<file path="src/iopgm_pkg.sv">
// Package with register map, field positions and pin-function encodings.
package iopgm_pkg;

  localparam logic [31:0] CONFIG_ADDR      = 32'he0051008;
  localparam logic [31:0] OVR_STATUS_ADDR  = 32'he0051040;
  localparam int          UPPER_SEL_LSB    = 8;
  localparam int          UPPER_SEL_MSB    = 10;
  localparam int          LOWER_SEL_BIT    = 4;
  localparam int          ACC_UART_BIT     = 1;
  localparam logic [31:0] CONFIG_RESET     = 32'h0000_0000;
  localparam logic [31:0] CONFIG_WMASK     = 32'h0000_0712;
  localparam int          UPPER_FIRST_PIN  = 46;
  localparam int          UPPER_PINS       = 12;
  localparam int          LOWER_FIRST_PIN  = 33;
  localparam int          LOWER_PINS       = 13;
  localparam int          NUM_PINS         = 61;
  localparam int          PIF_LOWER_BASE   = 16;

  typedef enum logic [2:0] {
    UPPER_GPIO          = 3'b000,
    UPPER_GPIO_UART     = 3'b001,
    UPPER_GPIO_SPI      = 3'b010,
    UPPER_GPIO_I2S      = 3'b011,
    UPPER_UART_SPI_I2S  = 3'b100,
    UPPER_PIF_UART_I2S  = 3'b101,
    UPPER_RSVD6         = 3'b110,
    UPPER_RSVD7         = 3'b111
  } iopgm_upper_type;

  // Pin function selection codes driven to the pad multiplexers.
  typedef enum logic [2:0] {
    FN_GPIO    = 3'b000,
    FN_UART    = 3'b001,
    FN_SPI     = 3'b010,
    FN_I2S     = 3'b011,
    FN_PIF     = 3'b100,
    FN_SIMPLE  = 3'b101,
    FN_COMPLEX = 3'b110
  } iopgm_func_type;

  typedef struct packed {
    logic            acc_uart_on_pif;
    logic            lpp_uart_free;
    logic            lower_pif;
    iopgm_upper_type upper_mode;
  } iopgm_route_type;

endpackage : iopgm_pkg

</file>
<file path="src/iopgm_pin_decode.sv">
// Per-pin function decoder for any one pin; pins outside the two switchable groups only see the overrides.
`timescale 1ns/100ps
`default_nettype none
module iopgm_pin_decode #(
  parameter int PIN = 46
) (
  input  wire logic                     pclk,
  input  wire logic                     presetn,
  input  wire iopgm_pkg::iopgm_route_type route,
  input  wire logic                     basic_override,
  input  wire logic                     advanced_override,
  output iopgm_pkg::iopgm_func_type     func
);

  localparam int UPOS = PIN - iopgm_pkg::UPPER_FIRST_PIN;
  localparam bit IN_UPPER = (PIN >= iopgm_pkg::UPPER_FIRST_PIN) &&
    (PIN < iopgm_pkg::UPPER_FIRST_PIN + iopgm_pkg::UPPER_PINS);
  localparam bit IN_LOWER = (PIN >= iopgm_pkg::LOWER_FIRST_PIN) &&
    (PIN < iopgm_pkg::LOWER_FIRST_PIN + iopgm_pkg::LOWER_PINS);

  // Within the upper group the first four pins carry the UART while it is free, the next
  // four SPI (or parallel data in mode 5) and the last four I2S.
  function automatic iopgm_pkg::iopgm_func_type upper_fn(
    input iopgm_pkg::iopgm_upper_type m, input logic uart_free);
    iopgm_pkg::iopgm_func_type f;
    f = iopgm_pkg::FN_GPIO;
    case (m)
      iopgm_pkg::UPPER_GPIO_UART:
        if (UPOS < 4 && uart_free) f = iopgm_pkg::FN_UART;
      iopgm_pkg::UPPER_GPIO_SPI:
        if (UPOS >= 4 && UPOS < 8) f = iopgm_pkg::FN_SPI;
      iopgm_pkg::UPPER_GPIO_I2S:
        if (UPOS >= 8) f = iopgm_pkg::FN_I2S;
      iopgm_pkg::UPPER_UART_SPI_I2S: begin
        if (UPOS < 4) f = uart_free ? iopgm_pkg::FN_UART
                                    : iopgm_pkg::FN_GPIO;
        else if (UPOS < 8) f = iopgm_pkg::FN_SPI;
        else f = iopgm_pkg::FN_I2S;
      end
      iopgm_pkg::UPPER_PIF_UART_I2S: begin
        if (UPOS < 4) f = uart_free ? iopgm_pkg::FN_UART
                                    : iopgm_pkg::FN_GPIO;
        else if (UPOS < 8) f = iopgm_pkg::FN_PIF;
        else f = iopgm_pkg::FN_I2S;
      end
      default: f = iopgm_pkg::FN_GPIO;
    endcase
    return f;
  endfunction : upper_fn

  wire iopgm_pkg::iopgm_func_type group_fn =
    IN_UPPER ? upper_fn(route.upper_mode, route.lpp_uart_free) :
    (IN_LOWER && route.lower_pif) ? iopgm_pkg::FN_PIF : iopgm_pkg::FN_GPIO;

  // Complex override beats simple override, which beats the group choice.
  wire iopgm_pkg::iopgm_func_type next_func =
    advanced_override ? iopgm_pkg::FN_COMPLEX :
    basic_override    ? iopgm_pkg::FN_SIMPLE  :
    group_fn;

  always_ff @(posedge pclk or negedge presetn) begin
    if (!presetn) func <= iopgm_pkg::FN_GPIO;
    else          func <= next_func;
  end

endmodule : iopgm_pin_decode
`default_nettype wire

</file>
<file path="src/iopgm_top.sv">
// Pin-group multiplexer configuration block with its APB register slave.
//
// Design decision made here: the APB slave port.
`timescale 1ns/100ps
`default_nettype none
module iopgm_top #(
  parameter int NPINS = iopgm_pkg::NUM_PINS
) (
  input  wire logic                    pclk,
  input  wire logic                    presetn,
  input  wire logic                    psel,
  input  wire logic                    penable,
  input  wire logic                    pwrite,
  input  wire logic [31:0]             paddr,
  input  wire logic [31:0]             pwdata,
  input  wire logic [3:0]              pstrb,
  output logic [31:0]                  prdata,
  output logic                         pready,
  output logic                         pslverr,
  input  wire logic [NPINS-1:0]        basic_gpio_override,
  input  wire logic [NPINS-1:0]        advanced_gpio_override,
  output iopgm_pkg::iopgm_func_type    pin_func [NPINS],
  output logic                         acc_uart_on_pif_ctrl,
  output logic                         low_perf_uart_for_acc,
  output logic                         lower_group_pif
);

  // Register word layout: bits 10:8 select the upper group mapping, bit 4
  // the lower group mapping and bit 1 the accessory UART source. All other
  // bits are masked on every write, so they keep their reset value of zero
  // and read back as zero.
  logic [31:0]                io_pin_group_config;
  iopgm_pkg::iopgm_route_type route;

  // Address match, shared by the write path, the read path and the error
  // response so that all three agree on what is mapped.
  function automatic logic reg_hit(
    input logic [31:0] addr,
    input logic [31:0] target
  );
    return addr == target;
  endfunction : reg_hit

  wire sel_config = reg_hit(paddr, iopgm_pkg::CONFIG_ADDR);
  wire sel_status = reg_hit(paddr, iopgm_pkg::OVR_STATUS_ADDR);
  wire mapped     = sel_config || sel_status;

  // Bus phases. The slave never stretches a transfer, so every access
  // phase completes on its first edge.
  wire setup_phase  = psel && !penable;
  wire access_phase = psel && penable;
  wire access       = access_phase && pready;
  wire wr_config    = access && pwrite && sel_config;
  wire rd_setup     = setup_phase && !pwrite;

  // Byte strobes gate whole lanes, and the field mask keeps software from
  // setting any bit that has no function behind it.
  wire [31:0] lane_mask;

  genvar b;
  generate
    for (b = 0; b < 4; b++) begin : g_lane
      assign lane_mask[8*b +: 8] = {8{pstrb[b]}};
    end
  endgenerate

  wire [31:0] wr_mask     = lane_mask & iopgm_pkg::CONFIG_WMASK;
  wire [31:0] keep_bits   = io_pin_group_config & ~wr_mask;
  wire [31:0] new_bits    = pwdata & wr_mask;
  wire [31:0] next_config = keep_bits | new_bits;

  // Status word: how many pins have either override set. The count is
  // combinational and only reaches the bus through the read register, so
  // a read sees the overrides as they stood in its setup cycle.
  wire [NPINS-1:0] pin_overridden;

  genvar k;
  generate
    for (k = 0; k < NPINS; k++) begin : g_ovr
      assign pin_overridden[k] = basic_gpio_override[k] |
                                 advanced_gpio_override[k];
    end
  endgenerate

  // Seven bits hold any count up to 127, which covers every pin.
  function automatic logic [6:0] count_set(
    input logic [NPINS-1:0] flags
  );
    logic [6:0] total;
    total = 7'h00;
    for (int i = 0; i < NPINS; i++) begin
      total = total + 7'(flags[i]);
    end
    return total;
  endfunction : count_set

  wire [6:0]  ovr_count   = count_set(pin_overridden);
  wire [31:0] status_word = {25'h0000000, ovr_count};

  // Read mux. An unmapped address returns zero alongside the error flag.
  wire [31:0] next_rdata = sel_config ? io_pin_group_config :
                           sel_status ? status_word         :
                                        32'h0000_0000;

  // Single-cycle access phase: the slave never inserts wait states.
  // A write to the read-only status word is dropped without an error, as
  // the address itself is mapped.
  assign pready  = 1'b1;
  assign pslverr = access_phase && !mapped;

  always_ff @(posedge pclk or negedge presetn) begin
    if (!presetn) begin
      io_pin_group_config <= iopgm_pkg::CONFIG_RESET;
    end else if (wr_config) begin
      io_pin_group_config <= next_config;
    end
  end

  // Read data is captured in the setup cycle, so it is already stable
  // when the access phase is sampled, and it holds until the next read.
  always_ff @(posedge pclk or negedge presetn) begin
    if (!presetn) begin
      prdata <= 32'h0000_0000;
    end else if (rd_setup) begin
      prdata <= next_rdata;
    end
  end

  wire [2:0] upper_raw  = io_pin_group_config[iopgm_pkg::UPPER_SEL_MSB:
                                              iopgm_pkg::UPPER_SEL_LSB];
  wire       lower_raw  = io_pin_group_config[iopgm_pkg::LOWER_SEL_BIT];
  wire       acc_sel    = io_pin_group_config[iopgm_pkg::ACC_UART_BIT];
  wire       upper_rsvd = (upper_raw > 3'h5);

  // Values 6 and 7 collapse to plain GPIO so no stray peripheral connects.
  assign route.upper_mode = upper_rsvd ? iopgm_pkg::UPPER_GPIO :
    iopgm_pkg::iopgm_upper_type'(upper_raw);
  assign route.lower_pif       = lower_raw;
  assign route.acc_uart_on_pif = acc_sel;
  // The peripheral UART is busy with the accessory when select is 0, so
  // the upper group may only use it while select is 1.
  assign route.lpp_uart_free   = acc_sel;

  // The USB PHY is not touched here; software must enable it itself.
  always_ff @(posedge pclk or negedge presetn) begin
    if (!presetn) begin
      acc_uart_on_pif_ctrl <= 1'b0;
    end else begin
      acc_uart_on_pif_ctrl <= route.acc_uart_on_pif;
    end
  end

  // Out of reset select is 0, so the peripheral UART serves the accessory.
  always_ff @(posedge pclk or negedge presetn) begin
    if (!presetn) begin
      low_perf_uart_for_acc <= 1'b1;
    end else begin
      low_perf_uart_for_acc <= !route.lpp_uart_free;
    end
  end

  always_ff @(posedge pclk or negedge presetn) begin
    if (!presetn) begin
      lower_group_pif <= 1'b0;
    end else begin
      lower_group_pif <= route.lower_pif;
    end
  end

  // Upper group pin map, by position within the group: the first four pins
  // carry the UART while it is free, the next four SPI (parallel data in
  // mode 5) and the last four I2S. Pins outside both groups only ever see
  // the overrides. Every pin has its own output register, so a write to the
  // configuration reaches all pads on the same edge, one edge after the
  // write itself.
  genvar g;
  generate
    for (g = 0; g < NPINS; g++) begin : g_pin
      iopgm_pin_decode #(.PIN(g)) u_dec (
        .pclk              (pclk),
        .presetn           (presetn),
        .route             (route),
        .basic_override    (basic_gpio_override[g]),
        .advanced_override (advanced_gpio_override[g]),
        .func              (pin_func[g])
      );
    end
  endgenerate

endmodule : iopgm_top
`default_nettype wire

</file>
<file path="config.mk">
export PLATFORM = sky130hd
export DESIGN_NAME = iopgm_top
export DESIGN_NICKNAME = d
export VERILOG_FILES = /design/src/iopgm_pkg.sv /design/src/iopgm_pin_decode.sv /design/src/iopgm_top.sv
export SDC_FILE = /design/constraint.sdc
export NUM_CORES = 1
export LEC_CHECK = 0
export ABC_AREA = 0
export BUFFER_PORTS_ARGS = -buffer_cell sky130_fd_sc_hd__buf_2
export CORE_AREA = 2 2 163 165
export CTS_CLUSTER_DIAMETER = 30
export DETAILED_ROUTE_END_ITERATION = 6
export DIE_AREA = 0 0 165 167
export PLACE_DENSITY_LB_ADDON = 0.12
export RECOVER_POWER = 25
export REMOVE_ABC_BUFFERS = 1
export SYNTH_ARGS = -nofsm -noshare
export SYNTH_HDL_FRONTEND = slang
export SYNTH_SLANG_ARGS = --single-unit
</file>
<file path="constraint.sdc">
create_clock -name pclk -period 1.1 [get_ports pclk]
set_input_delay 0.11 -clock pclk [delete_from_list [all_inputs] [get_ports pclk]]
set_output_delay 0.11 -clock pclk [all_outputs]
set_load 0.1 [all_outputs]
</file>
==> run_results.csv, run 1 <==
group,metric,value,unit
worst_setup_path,crit_end,"prdata[4]",
yosys,synth_area,8260,um2
route,vias_per_cell,4.19,
worst_setup_path,worstPathArrival,6.07,ns
clocking,cts.sinks,201,
worst_setup_path,path_max_fanout,2,
timing,finClkSkew,0.00832,ns
route,ant_nets,0,
placement,dpl-instance-area,14200,um2
worst_setup_path,crit_path_start,"basic_gpio_override[49]",
route,drc,0,
outcome,status,"finished, violations left",
yosys,yosys.area.top_type,"dfrtp_1",
floorplan,start_util,0.321,
clocking,cts_tree,"built",
route,dr_total_vias,6870,
placement,place_inst,1398,
timing,fin_tns_setup,-48.18,ns
placement,place_congestion,0.773,
yosys,netlist_top_cells_area,"dfrtp_1 61%, fa_1 12%, or2_2 5.1%, nor2b_1 4.4%, inv_1 3.0%",
yosys,synth_ff_type,"dfrtp_1",
yosys,synthArstFlopShare,1.00,
floorplan,die-area,27600,um2
timing,fmax,176,MHz
cells_and_area,finish.utilization,0.681,
global_route,grt_pass1_wl,41800,um
hold_path,hold_class,"in -> reg",
worst_setup_path,worst-path-stages,21,
worst_setup_path,criticalPathCategory,"in -> reg",
yosys,yosysSeqAreaShare,0.609,
yosys,ys_types,38,
route,drtIter0Drc,194,
timing,finalHoldViolCount,0,
timing,tightest_slew,0.687,ns
worst_setup_path,reg2reg_to,"g_pin[54].u_dec.func[1]",
floorplan,die_h,167,um
clocking,cts_htree_levels,2,
run,max_cap_violations,0,
cells_and_area,area_growth,112,%
yosys,synth_top_cells_by_count,"200 x dfrtp_1, 67 x or2_2, 65 x inv_1, 58 x nor2b_1, 51 x fa_1",
floorplan,core_area,25800,um2
power_and_ir_drop,power_density,2650,nW/um2
clocking,path_clk_slew,0.05,ns
power_and_ir_drop,p_total,46.5,mW
yosys,synthCells,597,
global_route,antenna_found_initial,4,
yosys,synth.most_common_cell,"dfrtp_1",
timing,finalCritPeriodShare,5.16,
global_route,grt_pass1_vias,7799,
timing,slew_headroom,0.542,
worst_setup_path,cp.required,1.50,ns
route,wire_per_inst,16.3,um
power_and_ir_drop,ir_drop,0.00487,V
floorplan,placementRows,59,
worst_setup_path,path_cells,"buf_6 > or2_4 > fa_1 > fa_1 > fa_1 > inv_1 > fa_1 > fa_1 > inv_2 > fa_2 > inv_2 > fa_2 > fa_1 > fa_2 > buf_6 > fa_2 > nand2b_4 > a21oi_4 > a21oi_2 > a22oi_2 > nand2_1",
global_route,grt_overflow,0,
outcome,violations,"setup timing",
cells_and_area,fillers,1850,
floorplan,dieWidth,165,um
route,first_pass_iters,4,
cells_and_area,final_cell_area,17500,um2
clocking,cts_root_buf,"clkbuf_16",
yosys,ys_ff_latch,201,
timing,drv_slew,0,
timing,grt_setup_unrepaired,"yes",
clocking,ctsLongestPathBuffers,3,
worst_setup_path,cp-end-kind,"flop",
placement,post-place-ws,-5.48,ns
hold_path,hold_start,"pstrb[0]",
timing,worst_hold_slack,0.0866,ns
floorplan,pin_count,415,
route,wl,26700,um
yosys,synth_edf_count,0,
cells_and_area,fin_nets,1531,
global_route,grt_max_degree,40,
yosys,avgSynthCellArea,13.8,um2
cells_and_area,layout-drive-gt1-share,0.506,
worst_setup_path,cp-start-kind,"input pin",
cells_and_area,final_cells,1641,
timing,setup_viol,210,
timing,fin_ws,-4.58,ns
placement,place_hpwl,19500,um
worst_setup_path,critical_path_buf_inv_count,5,
worst_setup_path,crit_path_top_delay_cell,"fa_1",
worst_setup_path,cpPeakStageDelay,0.57,ns
yosys,yosysWarningCount,0,
clocking,clkLatencyLatePin,0.51,ns
power_and_ir_drop,p_leak,8.24,nW
yosys,synth_top_area_frac,0.606,
worst_setup_path,rr_worst_depth,4,
worst_setup_path,crit_family,"adder cells",
global_route,grt_util_all_layers,0.200,
placement,portBuffers,362,
timing,period_minus_slack,5.68,ns
worst_setup_path,cp_common_cell,"fa_1",
worst_setup_path,r2r_setup_slack,-0.02,ns
clocking,cts_made_buffers,45,
## logic make-up (layout without fill, tap and decap cells)
| kind of cell | after synthesis | after routing | synth area share |
|---|---|---|---|
| simple gates | 192 | 192 | 0.152 |
| buf+inv | 91 | 778 | 0.0518 |
| mux | 5 | 5 | 0.00682 |
| compound gates | 40 | 40 | 0.0324 |
| other cells | 2 | 24 | 0.000909 |
| fa+ha+maj | 66 | 66 | 0.146 |
| flops | 201 | 201 | 0.609 |
## registers in the layout, indices dropped and copies added, names as in the netlist, named ones only
signal and cells:
low_perf_uart_for_acc 1, acc_uart_on_pif_ctrl 1, prdata 10, lower_group_pif 1, g_pin.u_dec.func 183
## placed cells by master (no fill, tap or decap), types with 4 or more instances in the layout
cell type	netlist	final
a21oi_2	0	10
a22o_1	4	4
buf_12	0	202
buf_2	0	145
buf_4	23	77
buf_6	0	14
clkbuf_1	2	38
clkbuf_16	0	47
clkbuf_4	0	16
clkbuf_8	0	16
clkinv_2	0	4
conb_1	2	23
dfrtp_1	200	198
dlygate4sd3_1	0	147
fa_1	51	38
fa_2	0	13
ha_1	15	15
inv_1	65	53
inv_2	1	13
mux2_4	0	5
nand2_1	10	10
nand2b_1	8	7
nor2_1	17	17
nor2b_1	58	55
nor4_4	3	4
o21bai_1	9	9
or2_2	67	58
or2_4	0	9
or3_1	15	14
## area by class of cell
type	instances	area [um2]	area share
Clock inverter	10	113	0.00642
Timing Repair Buffer	630	7210	0.411
Multi-Input combinational cell	326	3090	0.176
Antenna cell	1	2.50	0.000143
Tap cell	335	419	0.0239
Inverter	66	248	0.0141
Sequential cell	201	5030	0.287
Clock buffer	72	1430	0.0815
## worst min-delay path by stage
stage                                      end  slack [ns]  cells after the start
floorplan           asynchronous set/reset pin       -0.19                      0
CTS                                       flop        0.06                      3
finish                                    flop        0.09                      3
detailed placement      g_pin[0].u_dec.func[0]        0.08                      1
global placement        g_pin[0].u_dec.func[0]        0.07                      1
global route                              flop        0.07                      3
## worst min-delay path, delay by kind of cell
kind	cells	cell delay (ns)
buffers and inverters	1	0.10
and+or+nand+nor	1	0.17
muxes	1	0.19
## where the power goes
group | switching (mW) | internal (mW)
Sequential | 0.287 | 7.77
Combinational | 12.5 | 12.8
Clock | 3.92 | 9.24
## what timing repair did
action                     CTS  global route
hold buffers               147             1
setup endpoints to repair  220           229
resized for setup           67            24
pin swaps                   55            24
hold endpoints to repair   389             1
buffers inserted            10             4
## routing by layer
| layer | vias up | wire (um) | global-route usage |
|---|---|---|---|
| met2 | 269 | 13900 | 0.350 |
| met1 | 3339 | 9540 | 0.219 |
| met5 | - | 27 | 0 |
| met3 | 60 | 2520 | 0.0809 |
| met4 | 4 | 724 | 0.0616 |
| li1 | 3198 | - | - |
(Power assumes the default switching activity.)
==> run 2: changes to the inputs <==
--- a/config.mk
+++ b/config.mk
@@ -17,3 +17,4 @@
 export SYNTH_ARGS = -nofsm -noshare
 export SYNTH_HDL_FRONTEND = slang
 export SYNTH_SLANG_ARGS = --single-unit
+export TNS_END_PERCENT = 5
==> constraint.sdc (replaced) <==
create_clock -name pclk -period 4.68 [get_ports pclk]
set_input_delay 0.468 -clock pclk [delete_from_list [all_inputs] [get_ports pclk]]
set_output_delay 0.468 -clock pclk [all_outputs]
set_load 0.1 [all_outputs]
==> run 2 against run 1 <==
The flow still finishes with violations (setup timing). Routed wire length is 17% lower. Cell count fell by 12%. First-iteration DRC count is 11% higher. Sequential share of layout area rose by 11 points. Design area down 29%. Worst hold slack lost 0.086 ns. Critical path type unchanged. Highest routed layer unchanged.
==> run_results.csv, run 2 (same netlist as run 1, synthesis figures left out) <==
group,metric,value,unit
global_route,grt_max_degree,109,
cells_and_area,final_cell_mix,"334 x buf_2, 200 x dfrtp_1, 58 x nor2b_1",
cells_and_area,final_common_cell,"buf_2",
timing,fmax,166,MHz
clocking,cts_tree,"built",
worst_setup_path,criticalPathCategory,"in -> reg",
clocking,cts_made_buffers,46,
route,dr_total_vias,5905,
worst_setup_path,cp_common_cell,"fa_2",
worst_setup_path,path_max_fanout,2,
global_route,grt_pass1_vias,6431,
route,ant_nets,0,
floorplan,core_area,25800,um2
placement,post-place-ws,-2.31,ns
clocking,post-cts-setup-buffer-count,0,
clocking,cts.sinks,201,
route,wl,22200,um
worst_setup_path,rr_worst_depth,3,
timing,grt_setup_unrepaired,"yes",
timing,finClkSkew,0.0111,ns
power_and_ir_drop,p_leak,6.24,nW
placement,place_congestion,0.797,
global_route,antenna_found_initial,3,
power_and_ir_drop,p_total,10.2,mW
floorplan,dieWidth,165,um
placement,dpl-instance-area,10900,um2
cells_and_area,area_growth,51.7,%
power_and_ir_drop,swShare,0.369,
timing,finalHoldViolCount,0,
cells_and_area,layout-drive-gt1-share,0.516,
worst_setup_path,reg2reg_to,"g_pin[57].u_dec.func[0]",
worst_setup_path,worstPathArrival,6.40,ns
clocking,cts_root_buf,"clkbuf_16",
cells_and_area,fin_nets,1335,
clocking,clkLatencyLatePin,0.51,ns
worst_setup_path,cp-start-kind,"input pin",
cells_and_area,largest_register_ffs,183,
timing,setup_viol,7,
timing,slew_headroom,0.451,
placement,portBuffers,362,
clocking,ctsLongestPathBuffers,3,
floorplan,pin_count,415,
floorplan,die-area,27600,um2
cells_and_area,regMostFlops,"g_pin.u_dec.func",
floorplan,placementRows,59,
cells_and_area,final_cells,1447,
global_route,grt_util_all_layers,0.163,
outcome,violations,"setup timing",
worst_setup_path,cp.required,5.07,ns
route,vias_per_cell,4.08,
route,wire_per_inst,15.3,um
cells_and_area,reg_top3,"g_pin.u_dec.func x183, prdata x10",
power_and_ir_drop,power_frac_seq,0.180,
worst_setup_path,path_cells,"buf_2 > or2_4 > fa_2 > fa_2 > fa_1 > inv_2 > fa_2 > fa_1 > inv_2 > fa_2 > inv_2 > fa_2 > fa_1 > inv_1 > ha_1 > nor2b_1 > o31a_1 > o21a_1 > or3_1 > a32o_1",
power_and_ir_drop,ir_drop,0.000769,V
timing,period_minus_slack,6.01,ns
timing,tightest_slew,0.823,ns
global_route,grt_pass1_wl,34300,um
placement,place_hpwl,17400,um
worst_setup_path,cp-end-kind,"flop",
route,drc,0,
worst_setup_path,cpPeakStageDelay,0.61,ns
floorplan,start_util,0.321,
worst_setup_path,r2r_setup_slack,3.12,ns
cells_and_area,final_cell_area,12500,um2
hold_path,hold_class,"in -> async",
power_and_ir_drop,power.switching,3.78,mW
cells_and_area,finish.utilization,0.486,
placement,place_inst,1361,
clocking,path_clk_slew,0.04,ns
timing,drv_slew,0,
power_and_ir_drop,intPower,6.46,mW
timing,worst_hold_slack,0.000406,ns
clocking,holdBufCountCts,0,
global_route,grt_overflow,0,
run,max_cap_violations,0,
power_and_ir_drop,power_frac_comb,0.503,
clocking,cts_htree_levels,2,
timing,fin_ws,-1.33,ns
power_and_ir_drop,power_density,818,nW/um2
outcome,status,"finished, violations left",
floorplan,die_h,167,um
route,drtIter0Drc,215,
worst_setup_path,crit_path_top_delay_cell,"fa_2",
timing,fin_tns_setup,-7.38,ns
power_and_ir_drop,clkPwrFrac,0.317,
route,first_pass_iters,4,
timing,finalCritPeriodShare,1.28,
[run 2: worst max-delay path: cells and delay by family]
kind / cells / cell delay, ns
fa+ha+maj: 9 / 4.29
simple gates: 3 / 0.69
compound gates: 3 / 0.67
buf+inv: 5 / 0.27
[run 2: power by group through the flow]
stage | combinational (mW) | sequential [mW] | clock, mW
after detailed placement | 5.02 | 1.87 | 0
after global routing | 5.89 | 1.85 | 3.42
final | 5.16 | 1.84 | 3.25
after global placement | 5.03 | 1.87 | 0
after floorplan | 2.74 | 2.47 | 0
after CTS | 5.31 | 1.84 | 3.32
[run 2: layer usage]
layer  vias up  share of wire  track usage
li1       2801              -            -
met1      2822           0.40        0.195
met2       249           0.49        0.273
met3        29          0.098       0.0615
met4         4          0.016       0.0439
met5         -         0.0011            0
[run 2: layout make-up]
type                            count  area [um2]
Tap cell                          335         419
Clock buffer                       61        1310
Clock inverter                     24         304
Timing Repair Buffer              433        2260
Antenna cell                        1        2.50
Multi-Input combinational cell    326        2950
Sequential cell                   201        5030
Inverter                           66         248
Fill cell                        2405       13200
[run 2: timing repair]
item | 4_1_cts | 5_1_grt
pin swaps | 25 | 14
gates resized for setup | 31 | 7
endpoints found under the hold margin | 0 | 0
setup endpoints to repair | 7 | 7
[run 2: how the worst max path moves through the flow]
stage	slack, ns	startpoint	end
after floorplan	-1.85	advanced_gpio_override[11]	prdata[4]
after global placement	-2.26	advanced_gpio_override[11]	prdata[4]
after detailed placement	-2.31	advanced_gpio_override[11]	prdata[4]
after CTS	-1.35	advanced_gpio_override[47]	prdata[5]
after global routing	-1.48	basic_gpio_override[47]	prdata[5]
final	-1.33	basic_gpio_override[47]	prdata[5]
